[src/rtl/lrc_pkg.sv]
// Shared constants, field layout and address decode for the light result block
package lrc_pkg;

  // Bus and register widths
  localparam int ADDR_W = 8;
  localparam int DATA_W = 32;
  localparam int REG_W = 16;

  // Register indices; byte address is four times the index
  localparam logic [1:0] IDX_RESULT = 2'h0;
  localparam logic [1:0] IDX_SETUP = 2'h1;
  localparam logic [1:0] IDX_STAT = 2'h2;
  localparam logic [1:0] IDX_MASK = 2'h3;

  // Result word fields
  localparam int RES_EXP_LSB = 12;
  localparam int RES_MANT_W = 12;
  localparam logic [15:0] RESULT_RESET = 16'h0000;

  // Setup word fields
  localparam int CFG_RANGE_LSB = 12;
  localparam int CFG_CT_BIT = 11;
  localparam int CFG_MODE_LSB = 9;
  localparam int CFG_OVF_BIT = 8;
  localparam int CFG_DONE_BIT = 7;
  localparam int CFG_HIGH_BIT = 6;
  localparam int CFG_LOW_BIT = 5;
  localparam int CFG_EXPMASK_BIT = 2;
  localparam logic [15:0] SETUP_RESET = 16'hC810;
  localparam logic [15:0] SETUP_WR_MASK = 16'hFE1F;

  // Range and mode codes
  localparam logic [3:0] RANGE_AUTO = 4'hC;
  localparam logic [1:0] MODE_SHUTDOWN = 2'h0;
  localparam logic [1:0] MODE_SINGLE = 2'h1;

  // Interrupt status / mask layout
  localparam int IRQ_W = 4;
  localparam int EV_DONE = 0;
  localparam int EV_OVF = 1;
  localparam int EV_HIGH = 2;
  localparam int EV_LOW = 3;
  localparam logic [3:0] STAT_RESET = 4'h0;
  localparam logic [3:0] MASK_RESET = 4'h0;

  // Conversion timing
  localparam longint CLK_HZ = 64'd20_000_000;
  localparam longint MS_PER_S = 64'd1000;
  localparam longint CONV_SHORT_MS = 64'd100;
  localparam longint CONV_LONG_MS = 64'd800;
  localparam int CONV_SHORT_CYC = int'((CONV_SHORT_MS * CLK_HZ + MS_PER_S - 1) / MS_PER_S);
  localparam int CONV_LONG_CYC = int'((CONV_LONG_MS * CLK_HZ + MS_PER_S - 1) / MS_PER_S);
  localparam int CNT_W = 24;

  // Address decode: {valid, index}
  function automatic logic [2:0] lrc_decode(input logic [ADDR_W-1:0] addr);
    lrc_decode = {(addr[1:0] == 2'h0) && (addr[7:4] == 4'h0), addr[3:2]};
  endfunction

endpackage

[src/rtl/lrc_light_regs.sv]
// Light result and operating setup registers behind an APB slave
// What this block does
// - The result word at index zero holds the latest completed measurement.
// - The result word carries a 4-bit exponent in 15:12 and a 12-bit mantissa in 11:0.
// - The mantissa is unsigned straight binary from zero to full scale.
// - Both result fields are read-only and reset to zero.
// - Exponent codes 0 to 11 weigh an LSB at 0.01 lux times two to the exponent.
// - With the exponent mask set and a manual range below 1100b the exponent reads zero.
// - The setup word sits at index one and resets to C810h.
// - A host write to the setup word cancels a running measurement at once.
// - If the new setup calls for a measurement, a fresh conversion starts with it.
// - The setup word holds eleven fields in the fixed bit layout.
// - Setup bits 8 to 5 are read-only, all other setup bits are read and write.
// - Mode 00 is shutdown, 01 one conversion then back to 00, 10 and 11 continuous.
// - Range 1100b selects automatic range reported in the exponent; 1101b-1111b reserved.
// - Conversion time bit 0 gives 100 ms, 1 gives 800 ms.
`timescale 1ns/1ns
module lrc_light_regs
  import lrc_pkg::*;
#(
  parameter int SHORT_CYC = CONV_SHORT_CYC,
  parameter int LONG_CYC = CONV_LONG_CYC
) (
  // Clock and reset
  input wire logic pclk,
  input wire logic presetn,
  // APB slave
  input wire logic psel,
  input wire logic penable,
  input wire logic pwrite,
  input wire logic [ADDR_W-1:0] paddr,
  input wire logic [DATA_W-1:0] pwdata,
  output logic [DATA_W-1:0] prdata,
  output logic pready,
  output logic pslverr,
  // Light front end, same clock domain
  input wire logic [RES_MANT_W-1:0] fe_mantissa,
  input wire logic [3:0] fe_exponent,
  input wire logic fe_overflow,
  input wire logic fe_high_trip,
  input wire logic fe_low_trip,
  output logic fe_busy,
  output logic fe_long,
  output logic [3:0] fe_range,
  // Interrupt
  output logic irq
);

  logic [REG_W-1:0] result_reg;
  logic [REG_W-1:0] setup_reg;
  logic [REG_W-1:0] setup_next;
  logic [DATA_W-1:0] prdata_reg;
  logic pready_reg;
  logic pslverr_reg;
  logic [DATA_W-1:0] rd_word;
  logic [2:0] dec;
  logic setup_phase;
  logic xfer;
  logic setup_wr;
  logic mask_wr;
  logic rd_stat;
  logic rd_setup;
  logic conv_start;
  logic conv_done;
  logic conv_busy;
  logic [3:0] exp_sel;
  logic [1:0] mode;
  logic [1:0] wr_mode;
  logic [IRQ_W-1:0] stat;
  logic [IRQ_W-1:0] irq_mask;
  logic [IRQ_W-1:0] events;
  logic [IRQ_W-1:0] stat_clr;
  logic long_pick;
  logic [CNT_W-1:0] run_len;
  logic run_long;

  // One register match for every strobe, so none can skip the valid bit
  function automatic logic reg_hit(input logic [2:0] d, input logic [1:0] idx);
    reg_hit = d[2] && (d[1:0] == idx);
  endfunction

  // Bus phase decode
  assign dec = lrc_decode(paddr);
  assign setup_phase = psel && !penable;
  assign xfer = psel && penable && pready_reg;
  assign setup_wr = xfer && pwrite && reg_hit(dec, IDX_SETUP);
  assign mask_wr = xfer && pwrite && reg_hit(dec, IDX_MASK);
  assign rd_stat = xfer && !pwrite && reg_hit(dec, IDX_STAT);
  assign rd_setup = xfer && !pwrite && reg_hit(dec, IDX_SETUP);
  assign mode = setup_reg[CFG_MODE_LSB +: 2];
  assign wr_mode = pwdata[CFG_MODE_LSB +: 2];

  // Read mux; narrow registers sit in the low bits
  always_comb begin
    rd_word = '0;
    case (dec[1:0])
      IDX_RESULT: rd_word = {16'h0000, result_reg};
      IDX_SETUP: rd_word = {16'h0000, setup_reg};
      IDX_STAT: rd_word = {28'h0000000, stat};
      IDX_MASK: rd_word = {28'h0000000, irq_mask};
      default: rd_word = '0;
    endcase
    if (!dec[2]) begin
      rd_word = '0;
    end
  end

  // Zero-wait response: data captured in setup, held through access
  always_ff @(posedge pclk or negedge presetn) begin
    if (!presetn) begin
      pready_reg <= 1'b0;
      pslverr_reg <= 1'b0;
      prdata_reg <= 32'h00000000;
    end else begin
      pready_reg <= setup_phase;
      pslverr_reg <= setup_phase && !dec[2];
      prdata_reg <= setup_phase ? rd_word : 32'h00000000;
    end
  end

  assign prdata = prdata_reg;
  assign pready = pready_reg;
  assign pslverr = pslverr_reg;

  // Only bits the host actually saw are cleared, so late events survive
  assign stat_clr = rd_stat ? prdata_reg[IRQ_W-1:0] : 4'h0;

  // Completion events
  always_comb begin
    events = 4'h0;
    events[EV_DONE] = conv_done;
    events[EV_OVF] = conv_done && fe_overflow;
    events[EV_HIGH] = conv_done && fe_high_trip;
    events[EV_LOW] = conv_done && fe_low_trip;
  end

  // Time select follows a write in flight, else the stored bit
  assign long_pick = setup_wr ? pwdata[CFG_CT_BIT] : setup_reg[CFG_CT_BIT];

  // Write aborts; a non-shutdown mode re-arms at once
  assign conv_start = (setup_wr && (wr_mode != MODE_SHUTDOWN))
    || (conv_done && mode[1] && !setup_wr);

  lrc_conv_timer #(
    .SHORT_CYC(SHORT_CYC),
    .LONG_CYC(LONG_CYC)
  ) u_timer (
    .pclk(pclk),
    .presetn(presetn),
    .start(conv_start),
    .abort(setup_wr),
    .long_sel(long_pick),
    .busy(conv_busy),
    .done(conv_done)
  );

  lrc_irq u_irq (
    .pclk(pclk),
    .presetn(presetn),
    .event_in(events),
    .clear_in(stat_clr),
    .mask_wr(mask_wr),
    .mask_wdata(pwdata[IRQ_W-1:0]),
    .status(stat),
    .mask(irq_mask),
    .irq(irq)
  );

  // Setup word next value: hardware flags, then host write on writable bits
  always_comb begin
    setup_next = setup_reg;
    if (rd_setup && prdata_reg[CFG_DONE_BIT]) begin
      setup_next[CFG_DONE_BIT] = 1'b0;
    end
    if (conv_done) begin
      setup_next[CFG_OVF_BIT] = fe_overflow;
      setup_next[CFG_DONE_BIT] = 1'b1;
      setup_next[CFG_HIGH_BIT] = fe_high_trip;
      setup_next[CFG_LOW_BIT] = fe_low_trip;
      if (mode == MODE_SINGLE) begin
        setup_next[CFG_MODE_LSB +: 2] = MODE_SHUTDOWN;
      end
    end
    if (setup_wr) begin
      setup_next = (pwdata[REG_W-1:0] & SETUP_WR_MASK) | (setup_next & ~SETUP_WR_MASK);
    end
  end

  // Setup register, fields per the fixed layout
  always_ff @(posedge pclk or negedge presetn) begin
    if (!presetn) begin
      setup_reg <= SETUP_RESET;
    end else begin
      setup_reg <= setup_next;
    end
  end

  // Exponent source: front end for auto and reserved ranges, else zero if masked, else the manual code
  always_comb begin
    exp_sel = setup_reg[CFG_RANGE_LSB +: 4];
    if (setup_reg[CFG_RANGE_LSB +: 4] >= RANGE_AUTO) begin
      exp_sel = fe_exponent;
    end else if (setup_reg[CFG_EXPMASK_BIT]) begin
      exp_sel = 4'h0;
    end
  end

  // Whole word written in one edge so a read never mixes results
  always_ff @(posedge pclk or negedge presetn) begin
    if (!presetn) begin
      result_reg <= RESULT_RESET;
    end else if (conv_done) begin
      result_reg <= {exp_sel, fe_mantissa};
    end
  end

  // Front end steering
  assign fe_busy = conv_busy;
  assign fe_long = setup_reg[CFG_CT_BIT];
  assign fe_range = setup_reg[CFG_RANGE_LSB +: 4];

  // Check helper: busy cycles of the current run and its time select
  always_ff @(posedge pclk or negedge presetn) begin
    if (!presetn) begin
      run_len <= 24'h000000;
      run_long <= 1'b0;
    end else if (conv_start) begin
      run_len <= 24'h000000;
      run_long <= long_pick;
    end else if (conv_busy) begin
      run_len <= run_len + 24'h000001;
    end
  end

  a_result_atomic: assert property (@(posedge pclk) disable iff (!presetn)
    (result_reg != $past(result_reg)) |-> $past(conv_done)) else $error("result moved");

  a_result_fields: assert property (@(posedge pclk) disable iff (!presetn)
    conv_done |=> result_reg[RES_MANT_W-1:0] == $past(fe_mantissa))
    else $error("mantissa not taken");

  a_exp_masked: assert property (@(posedge pclk) disable iff (!presetn)
    conv_done && setup_reg[CFG_EXPMASK_BIT] && (setup_reg[15:12] < RANGE_AUTO)
    |=> result_reg[15:12] == 4'h0) else $error("exponent not masked");

  a_exp_auto: assert property (@(posedge pclk) disable iff (!presetn)
    conv_done && (setup_reg[15:12] == RANGE_AUTO)
    |=> result_reg[15:12] == $past(fe_exponent)) else $error("auto exponent lost");

  a_ro_bits: assert property (@(posedge pclk) disable iff (!presetn)
    setup_wr && !conv_done |=> setup_reg[8:5] == $past(setup_reg[8:5]))
    else $error("read-only setup bits written");

  a_rw_bits: assert property (@(posedge pclk) disable iff (!presetn)
    setup_wr |=> (setup_reg & SETUP_WR_MASK) == ($past(pwdata[15:0]) & SETUP_WR_MASK))
    else $error("setup write lost");

  a_abort_restart: assert property (@(posedge pclk) disable iff (!presetn)
    setup_wr && (wr_mode != MODE_SHUTDOWN) |=> conv_busy && !conv_done)
    else $error("no restart after write");

  a_abort_stop: assert property (@(posedge pclk) disable iff (!presetn)
    setup_wr && (wr_mode == MODE_SHUTDOWN) |=> !conv_busy [*2])
    else $error("abort failed");

  a_single_end: assert property (@(posedge pclk) disable iff (!presetn)
    conv_done && (mode == MODE_SINGLE) && !setup_wr
    |=> (mode == MODE_SHUTDOWN) && !conv_busy) else $error("single shot not ended");

  a_cont_rerun: assert property (@(posedge pclk) disable iff (!presetn)
    conv_done && mode[1] && !setup_wr |=> conv_busy) else $error("continuous stopped");

  a_apb_answer: assert property (@(posedge pclk) disable iff (!presetn)
    setup_phase |=> pready ##1 !pready) else $error("apb answer timing");

  // Read paths and host write protection
  a_result_ro: assert property (@(posedge pclk) disable iff (!presetn)
    xfer && pwrite && reg_hit(dec, IDX_RESULT) && !conv_done |=> $stable(result_reg))
    else $error("result written by host");

  a_result_read: assert property (@(posedge pclk) disable iff (!presetn)
    setup_phase && !pwrite && reg_hit(dec, IDX_RESULT) |=> prdata == {16'h0000, $past(result_reg)})
    else $error("result read wrong");

  a_setup_read: assert property (@(posedge pclk) disable iff (!presetn)
    setup_phase && !pwrite && reg_hit(dec, IDX_SETUP) |=> prdata == {16'h0000, $past(setup_reg)})
    else $error("setup read wrong");

  a_err_unmapped: assert property (@(posedge pclk) disable iff (!presetn)
    setup_phase && !dec[2] |=> pslverr && (prdata == 32'h00000000))
    else $error("unmapped access not refused");

  a_ready_err: assert property (@(posedge pclk) disable iff (!presetn)
    pslverr |-> pready)
    else $error("error without ready");

  // Exponent selection and setup flags at completion
  a_exp_manual: assert property (@(posedge pclk) disable iff (!presetn)
    conv_done && !setup_reg[CFG_EXPMASK_BIT] && (setup_reg[15:12] < RANGE_AUTO)
    |=> result_reg[15:12] == $past(setup_reg[15:12])) else $error("manual exponent wrong");

  a_exp_reserved: assert property (@(posedge pclk) disable iff (!presetn)
    conv_done && (setup_reg[15:12] > RANGE_AUTO)
    |=> result_reg[15:12] == $past(fe_exponent)) else $error("reserved range exponent");

  a_done_flag: assert property (@(posedge pclk) disable iff (!presetn)
    conv_done |=> setup_reg[CFG_DONE_BIT])
    else $error("done flag not set");

  a_flags_load: assert property (@(posedge pclk) disable iff (!presetn)
    conv_done |=> (setup_reg[CFG_OVF_BIT] == $past(fe_overflow))
    && (setup_reg[CFG_HIGH_BIT] == $past(fe_high_trip))
    && (setup_reg[CFG_LOW_BIT] == $past(fe_low_trip))) else $error("flags not loaded");

  a_ro_hold: assert property (@(posedge pclk) disable iff (!presetn)
    !conv_done && !rd_setup |=> $stable(setup_reg[8:5]))
    else $error("read-only bits moved");

  // Conversion sequencing
  a_conv_time: assert property (@(posedge pclk) disable iff (!presetn)
    conv_done |-> run_len == (run_long ? CNT_W'(LONG_CYC) : CNT_W'(SHORT_CYC)))
    else $error("conversion length wrong");

  a_abort_now: assert property (@(posedge pclk) disable iff (!presetn)
    setup_wr |=> !conv_done)
    else $error("aborted run completed");

  a_mode_hold: assert property (@(posedge pclk) disable iff (!presetn)
    (mode == MODE_SINGLE) && !conv_done && !setup_wr |=> mode == MODE_SINGLE)
    else $error("single mode left early");

  a_shutdown_idle: assert property (@(posedge pclk) disable iff (!presetn)
    (mode == MODE_SHUTDOWN) && !conv_busy && !setup_wr |=> !conv_busy)
    else $error("conversion in shutdown");

  c_single_done: cover property (@(posedge pclk) disable iff (!presetn)
    conv_done && (mode == MODE_SINGLE));
  c_write_abort: cover property (@(posedge pclk) disable iff (!presetn)
    setup_wr && conv_busy);
  c_irq_fire: cover property (@(posedge pclk) disable iff (!presetn) $rose(irq));
  c_bad_addr: cover property (@(posedge pclk) disable iff (!presetn) pslverr);
  c_cont_restart: cover property (@(posedge pclk) disable iff (!presetn)
    conv_done && mode[1]);

endmodule // lrc_light_regs

[src/rtl/lrc_conv_timer.sv]
// Conversion interval timer: start, abort, one-cycle done pulse
`timescale 1ns/1ns
module lrc_conv_timer
  import lrc_pkg::*;
#(
  parameter int SHORT_CYC = CONV_SHORT_CYC,
  parameter int LONG_CYC = CONV_LONG_CYC
) (
  // Clock and reset
  input wire logic pclk,
  input wire logic presetn,
  // Control
  input wire logic start,
  input wire logic abort,
  input wire logic long_sel,
  // Status
  output logic busy,
  output logic done
);

  logic [CNT_W-1:0] cnt_reg;

  // Start wins over abort so a write that re-arms restarts cleanly
  always_ff @(posedge pclk or negedge presetn) begin
    if (!presetn) begin
      cnt_reg <= 24'h000000;
      busy <= 1'b0;
      done <= 1'b0;
    end else begin
      done <= 1'b0;
      if (start) begin
        cnt_reg <= long_sel ? CNT_W'(LONG_CYC - 1) : CNT_W'(SHORT_CYC - 1);
        busy <= 1'b1;
      end else if (abort) begin
        busy <= 1'b0;
      end else if (busy) begin
        if (cnt_reg == 24'h000000) begin
          busy <= 1'b0;
          done <= 1'b1;
        end else begin
          cnt_reg <= cnt_reg - 24'h000001;
        end
      end
    end
  end

  // Done never fires without a running conversion
  a_done_busy: assert property (@(posedge pclk) disable iff (!presetn)
    done |-> $past(busy) && !busy) else $error("done without busy");

endmodule // lrc_conv_timer

[src/rtl/lrc_irq.sv]
// Sticky interrupt status, mask and level interrupt output
`timescale 1ns/1ns
module lrc_irq
  import lrc_pkg::*;
(
  // Clock and reset
  input wire logic pclk,
  input wire logic presetn,
  // Events and clears
  input wire logic [IRQ_W-1:0] event_in,
  input wire logic [IRQ_W-1:0] clear_in,
  // Mask write
  input wire logic mask_wr,
  input wire logic [IRQ_W-1:0] mask_wdata,
  // State
  output logic [IRQ_W-1:0] status,
  output logic [IRQ_W-1:0] mask,
  output logic irq
);

  // Set wins over the read clear of the same bit
  always_ff @(posedge pclk or negedge presetn) begin
    if (!presetn) begin
      status <= STAT_RESET;
    end else begin
      status <= (status & ~clear_in) | event_in;
    end
  end

  // Mask register
  always_ff @(posedge pclk or negedge presetn) begin
    if (!presetn) begin
      mask <= MASK_RESET;
    end else if (mask_wr) begin
      mask <= mask_wdata;
    end
  end

  // Registered level output; lags status by one cycle
  always_ff @(posedge pclk or negedge presetn) begin
    if (!presetn) begin
      irq <= 1'b0;
    end else begin
      irq <= |(status & mask);
    end
  end

  a_irq_level: assert property (@(posedge pclk) disable iff (!presetn)
    ##1 irq == |($past(status) & $past(mask))) else $error("irq level wrong");

endmodule // lrc_irq

[config.mk]
export PLATFORM = sky130hd
export DESIGN_NAME = lrc_light_regs
export DESIGN_NICKNAME = d
export VERILOG_FILES = /design/src/rtl/lrc_pkg.sv /design/src/rtl/lrc_light_regs.sv /design/src/rtl/lrc_conv_timer.sv /design/src/rtl/lrc_irq.sv
export SDC_FILE = /design/constraint.sdc
export NUM_CORES = 1
export LEC_CHECK = 0
export BUFFER_PORTS_ARGS = -buffer_cell sky130_fd_sc_hd__buf_2
export CORE_ASPECT_RATIO = 2
export CORE_MARGIN = 5
export CORE_UTILIZATION = 53
export CTS_CLUSTER_SIZE = 24
export DETAILED_ROUTE_END_ITERATION = 7
export PLACE_DENSITY = 0.8
export SLEW_MARGIN = 20
export SYNTH_ARGS = -nofsm -noshare
export SYNTH_HDL_FRONTEND = slang
export SYNTH_SLANG_ARGS = --single-unit
[constraint.sdc]
create_clock -name pclk -period 2.9 [get_ports pclk]
set_input_delay 0 -clock pclk [delete_from_list [all_inputs] [get_ports pclk]]
set_output_delay 0 -clock pclk [all_outputs]
set_load 0.02 [all_outputs]
[Word-level counts from Yosys, hierarchy flattened]
Cells that the tools add are included.
Storage, ports and cells
  output and inout port bits: 41
  word-level logic and storage cells: 87
  bits in registers: 101
  input port bits: 64
Cells by class
  bitwise logic cells: 5
  add/sub/neg operators: 1
  equal/unequal tests: 6
  muxes and demuxes: 24
  order comparisons: 1
  reductions and logical operators: 37
Operators with widths (number)
  32-bit one-hot mux with 4 select lines: 1
  24-bit 2-to-1 mux: 5
  32-bit 2-to-1 mux: 2
  24-bit zero test: 1
  24-bit by 1-bit subtractor with 24-bit output (second input constant): 1
  1-bit logical AND: 21
  16-bit by 9-bit bitwise OR with 16-bit output: 1
  4-bit 2-to-1 mux: 3
  11-bit 2-to-1 mux: 1
  1-bit 2-to-1 mux: 10
  4-bit AND: 2
  2-bit nonzero test: 4
  6-bit 2-to-1 mux: 1
  2-bit by 1-bit equality test with 1-bit output (second input constant): 2
  2-bit equality test (second input constant): 2
  4-bit >= comparator (second input constant): 1
  1-bit zero test: 4
  2-bit zero test: 2
  4-bit zero test: 1
  4-bit inverter: 1
  4-bit bitwise OR: 1
  4-bit OR reduction: 1
  3-bit AND reduction: 1
  2-bit 2-to-1 mux: 1
  4 further kinds: 4

[Logic depth before layout (Yosys ltp)]
  word-level depth: 9
  depth in mapped cells: 10
  gate-level depth less buffers: 8

[Hierarchy]
Synthesis repeated with hierarchy kept, for this count alone.
Unflattened totals
  cells, all modules: 359
  area total of the unflattened synthesis: 4196.5 µm²
Modules (own cells, without submodules)
  lrc_light_regs: instances 1, area an instance 2416.1 µm², cells each 193
  lrc_conv_timer: instances 1, area an instance 1446.4 µm², cells each 142
  lrc_irq: instances 1, area an instance 334.1 µm², cells each 24

[Worst setup path before layout]
OpenSTA, ideal clock, no wires.
  kind: register -> register
  start point: register u_timer.cnt_reg[19]
  end point: register u_timer.cnt_reg[5]
  period minus slack after synthesis: 2.398 ns
  path slack: 0.502 ns
  stages on the path, launching flop included: 10
  arrival: 2.256 ns
  setup time: 0.142 ns
  cells stage by stage: dfrtp_1 or4_4 or4_4 nor3_4 o21a_1 buf_6 inv_2 buf_6 a31oi_1 o21ai_0
Between the ends
  word-level cells in the longest chain between the ends: 3
Ends and longest elaborated chain
  from (decl): line lrc_conv_timer.sv:21  | logic [CNT_W-1:0] cnt_reg;
  from (signal assigned): line lrc_conv_timer.sv:32  | cnt_reg <= long_sel ? CNT_W'(LONG_CYC - 1) : CNT_W'(SHORT_CYC - 1);
  from (signal assigned): line lrc_conv_timer.sv:41  | cnt_reg <= cnt_reg - 24'h000001;
  24-bit zero test: line lrc_conv_timer.sv:37  | if (cnt_reg == 24'h000000) begin
  2-bit != test (no line)
  3-bit AND reduction (no line)
No other way between the ends.
A chain may end at the register's enable or synchronous reset.

[Worst setup path after layout]
  start point: register u_timer.cnt_reg[19]
  end point: register u_timer.cnt_reg[4]
The elaborated chain is that of the path after synthesis.

==> impl_metrics.csv <==
group,metric,value,unit
outcome,outcome,"complete, no violations",
floorplan,io_pins,105,
place,gp_congestion,0.8839,
timing,setup_viol,0,
worst_setup_path,r2r_start,"u_timer.cnt_reg[19]$_DFFE_PN0P_",
timing,clock_skew,0.007803,ns
cts,clk_pin_slew_worst_paths,0.06,ns
logic_synthesis,syn_avg_cell_area,11.08,um^2
timing,fin_tns_setup,0,ns
route,drcViolationCount,0,
cts,htreeDepth,3,
cts,numCtsBuffers,9,
worst_setup_path,worstReg2RegEnd,"u_timer.cnt_reg[4]$_DFFE_PN0P_",
route,dr.pass1.iters,4,
cts,ctsHoldBuffers,33,
layout,num_antenna_cells,0,
place,dpl_worst_slack,0.4446,ns
grt,antenna_found_initial,0,
grt,grt_max_degree,86,
grt,grt-ovfl-total,0,
layout,stdcell_area,5034,um^2
layout,num-nets-final,532,
logic_synthesis,yosys.area.top_type,"dfrtp_1",
logic_synthesis,synth.area.top_cells,"dfrtp_1, mux2_2, buf_4",
timing,rsz0062_at_grt,"no",
floorplan,start_util,0.5387,
logic_synthesis,yosysSeqAreaShare,0.5285,
grt,grt_pass1_wl,16320,um
layout,area_growth,24.78,%
layout,drive_gt1_frac,0.2824,
worst_hold_path,hold-path-cell-count,2,
place,place_area,4403,um^2
cts,insertion_delay,0.34,ns
worst_setup_path,required,3.15,ns
logic_synthesis,syn_inst,364,
logic_synthesis,yosysWarnings,0,
place,numPortBuffers,68,
logic_synthesis,synthArstFlopShare,1.000,
power_and_ir_drop,p_per_area,545.7,nW/um^2
logic_synthesis,ys.flop_type,"dfrtp_1",
logic_synthesis,synth.cell_area,4034,um^2
grt,grtUsageTotal,0.2155,
cts,post-cts-setup-buffers,0,
floorplan,die_area,9562,um^2
floorplan,die_h,133.4,um
logic_synthesis,synth_edf_count,0,
grt,grt_pass1_vias,3260,
timing,fmax,0.4025,GHz
timing,finalCriticalPeriod,2.485,ns
run,cap_viol_max_count,0,
worst_hold_path,min_from,"psel",
logic_synthesis,synth_top_area_frac,0.5025,
route,drtAntennaViolNets,0,
worst_setup_path,r2r_slack,0.42,ns
cts,clock_path_buffers,2,
timing,maxSlewHeadroom,0.5052,
route,wire_per_inst,17.21,um
power_and_ir_drop,vdd.ir_drop.worst,0.5354,mV
cts,cts.sink_count,85,
route,vias_per_cell,5.577,
cts,cts_resized,0,
logic_synthesis,synth_most_common_cell,"dfrtp_1",
worst_setup_path,r2r_cells,7,
route,wl,9724,um
layout,final_util,0.6722,
layout,largest_reg_flops,24,
worst_hold_path,hold_end,"pready$_DFF_PN0_",
logic_synthesis,synth-seq-cells,85,
timing,fin_ws,0.4154,ns
timing,slew_viol_final,0,
worst_setup_path,cp-end-kind,"register",
worst_setup_path,crit_path_start_kind,"register",
worst_setup_path,path_max_fanout,12,
power_and_ir_drop,leakagePower,2.424,nW
cts,root_buffer,"clkbuf_16",
floorplan,rows,45,
worst_setup_path,arrival,2.74,ns
logic_synthesis,ys_top_cells_by_count,"dfrtp_1, nor2_1, nand2_1",
floorplan,die_w,71.69,um
logic_synthesis,ys_types,49,
timing,finalHoldViolations,0,
timing,layout_worst_path_cycle_share,0.8568,
floorplan,coreArea,7488,um^2
worst_setup_path,worstSetupPathType,"reg -> reg",
timing,tightest_slew,0.7422,ns
route,vias,3151,
worst_hold_path,hold_path_class,"in -> reg",
cts,cts_tree,"built",
route,first_iter_violations,284,
place,hpwlAfterDp,6049,um
cell type report:
class / instances / area, um^2
fillers: 548 / 2455
flip-flops and latches: 85 / 2132
multi-input cells: 253 / 1713
repair buffers: 111 / 752.0
clock buffers: 13 / 250.2
well taps: 94 / 117.6
clock inverters: 3 / 46.29
inverters: 6 / 22.52
how the worst max path moves through the flow:
stage / from / endpoint
3_3_place_gp: u_timer.cnt_reg[19]$_DFFE_PN0P_ / u_timer.cnt_reg[4]$_DFFE_PN0P_
6_report: u_timer.cnt_reg[19]$_DFFE_PN0P_ / u_timer.cnt_reg[4]$_DFFE_PN0P_
2_1_floorplan: u_timer.cnt_reg[19]$_DFFE_PN0P_ / u_timer.cnt_reg[5]$_DFFE_PN0P_
3_5_place_dp: u_timer.cnt_reg[19]$_DFFE_PN0P_ / u_timer.cnt_reg[5]$_DFFE_PN0P_
5_1_grt: u_timer.cnt_reg[18]$_DFFE_PN0P_ / u_timer.cnt_reg[4]$_DFFE_PN0P_
4_1_cts: u_timer.cnt_reg[19]$_DFFE_PN0P_ / u_timer.cnt_reg[4]$_DFFE_PN0P_
stage by stage:
| stage | power, mW | instances | hold slack [ns] |
|---|---|---|---|
| 6_report | 2.747 | 565 | 0.03480 |
| 5_1_grt | 2.874 | 565 | 0.05020 |
| 4_1_cts | 2.759 | 565 | 0.01936 |
| 3_5_place_dp | 1.589 | 516 | 0.2049 |
| 3_3_place_gp | 1.576 | 516 | 0.1955 |
| 2_1_floorplan | 1.498 | 379 | -0.2956 |
worst max-delay path: stages, from the launching register on:
cell and delay (ns):
dfrtp_1 0.40, or4_4 0.55, or4_4 0.46, nor3_4 0.20
o21a_1 0.28, inv_2 0.15, and4_1 0.22, o21ai_1 0.14
cell usage in the layout, fill, tap and decap left out, types with 4 or more instances in the layout:
| master | n |
|---|---|
| nor2_1 | 35 |
| mux4_2 | 4 |
| nand3_1 | 5 |
| conb_1 | 16 |
| dfstp_2 | 4 |
| buf_4 | 10 |
| a31oi_1 | 5 |
| nor4b_1 | 4 |
| xnor2_1 | 14 |
| nand2_1 | 30 |
| and3_1 | 8 |
| a21oi_1 | 15 |
| mux2i_1 | 13 |
| dfrtp_1 | 81 |
| o21ai_0 | 10 |
| buf_2 | 67 |
| dlygate4sd3_1 | 33 |
| and4_1 | 4 |
| nor4_1 | 10 |
| inv_1 | 5 |
| mux2_2 | 27 |
| nor3_1 | 11 |
| clkbuf_16 | 9 |
| nand3b_1 | 4 |
power breakdown:
group / switching (mW) / leakage [nW] / total [mW] / internal [mW]
logic: 0.163 / 1.19 / 0.313 / 0.150
registers: 0.0554 / 1.10 / 1.30 / 1.24
clock network: 0.445 / 0.140 / 1.14 / 0.693
total: 0.664 / 2.42 / 2.75 / 2.08
metal layers:
metal | GRT usage | part of all wire | vias up
met5 | 0 | 0 | -
met4 | 0.07218 | 0.017 | 0
met3 | 0.04683 | 0.063 | 17
met2 | 0.3560 | 0.53 | 114
met1 | 0.2778 | 0.39 | 1554
li1 | - | - | 1466
cell families after synthesis:
family,synth area share
other,0.0009296
xor gates and xnor gates,0.03040
DFF,0.5285
AOI/OAI and AO/OA,0.06793
muxes,0.1300
adders and majority gates,0.006202
and+or+nand+nor,0.1753
buffers and inverters,0.06079
(Power assumes the default switching activity.)
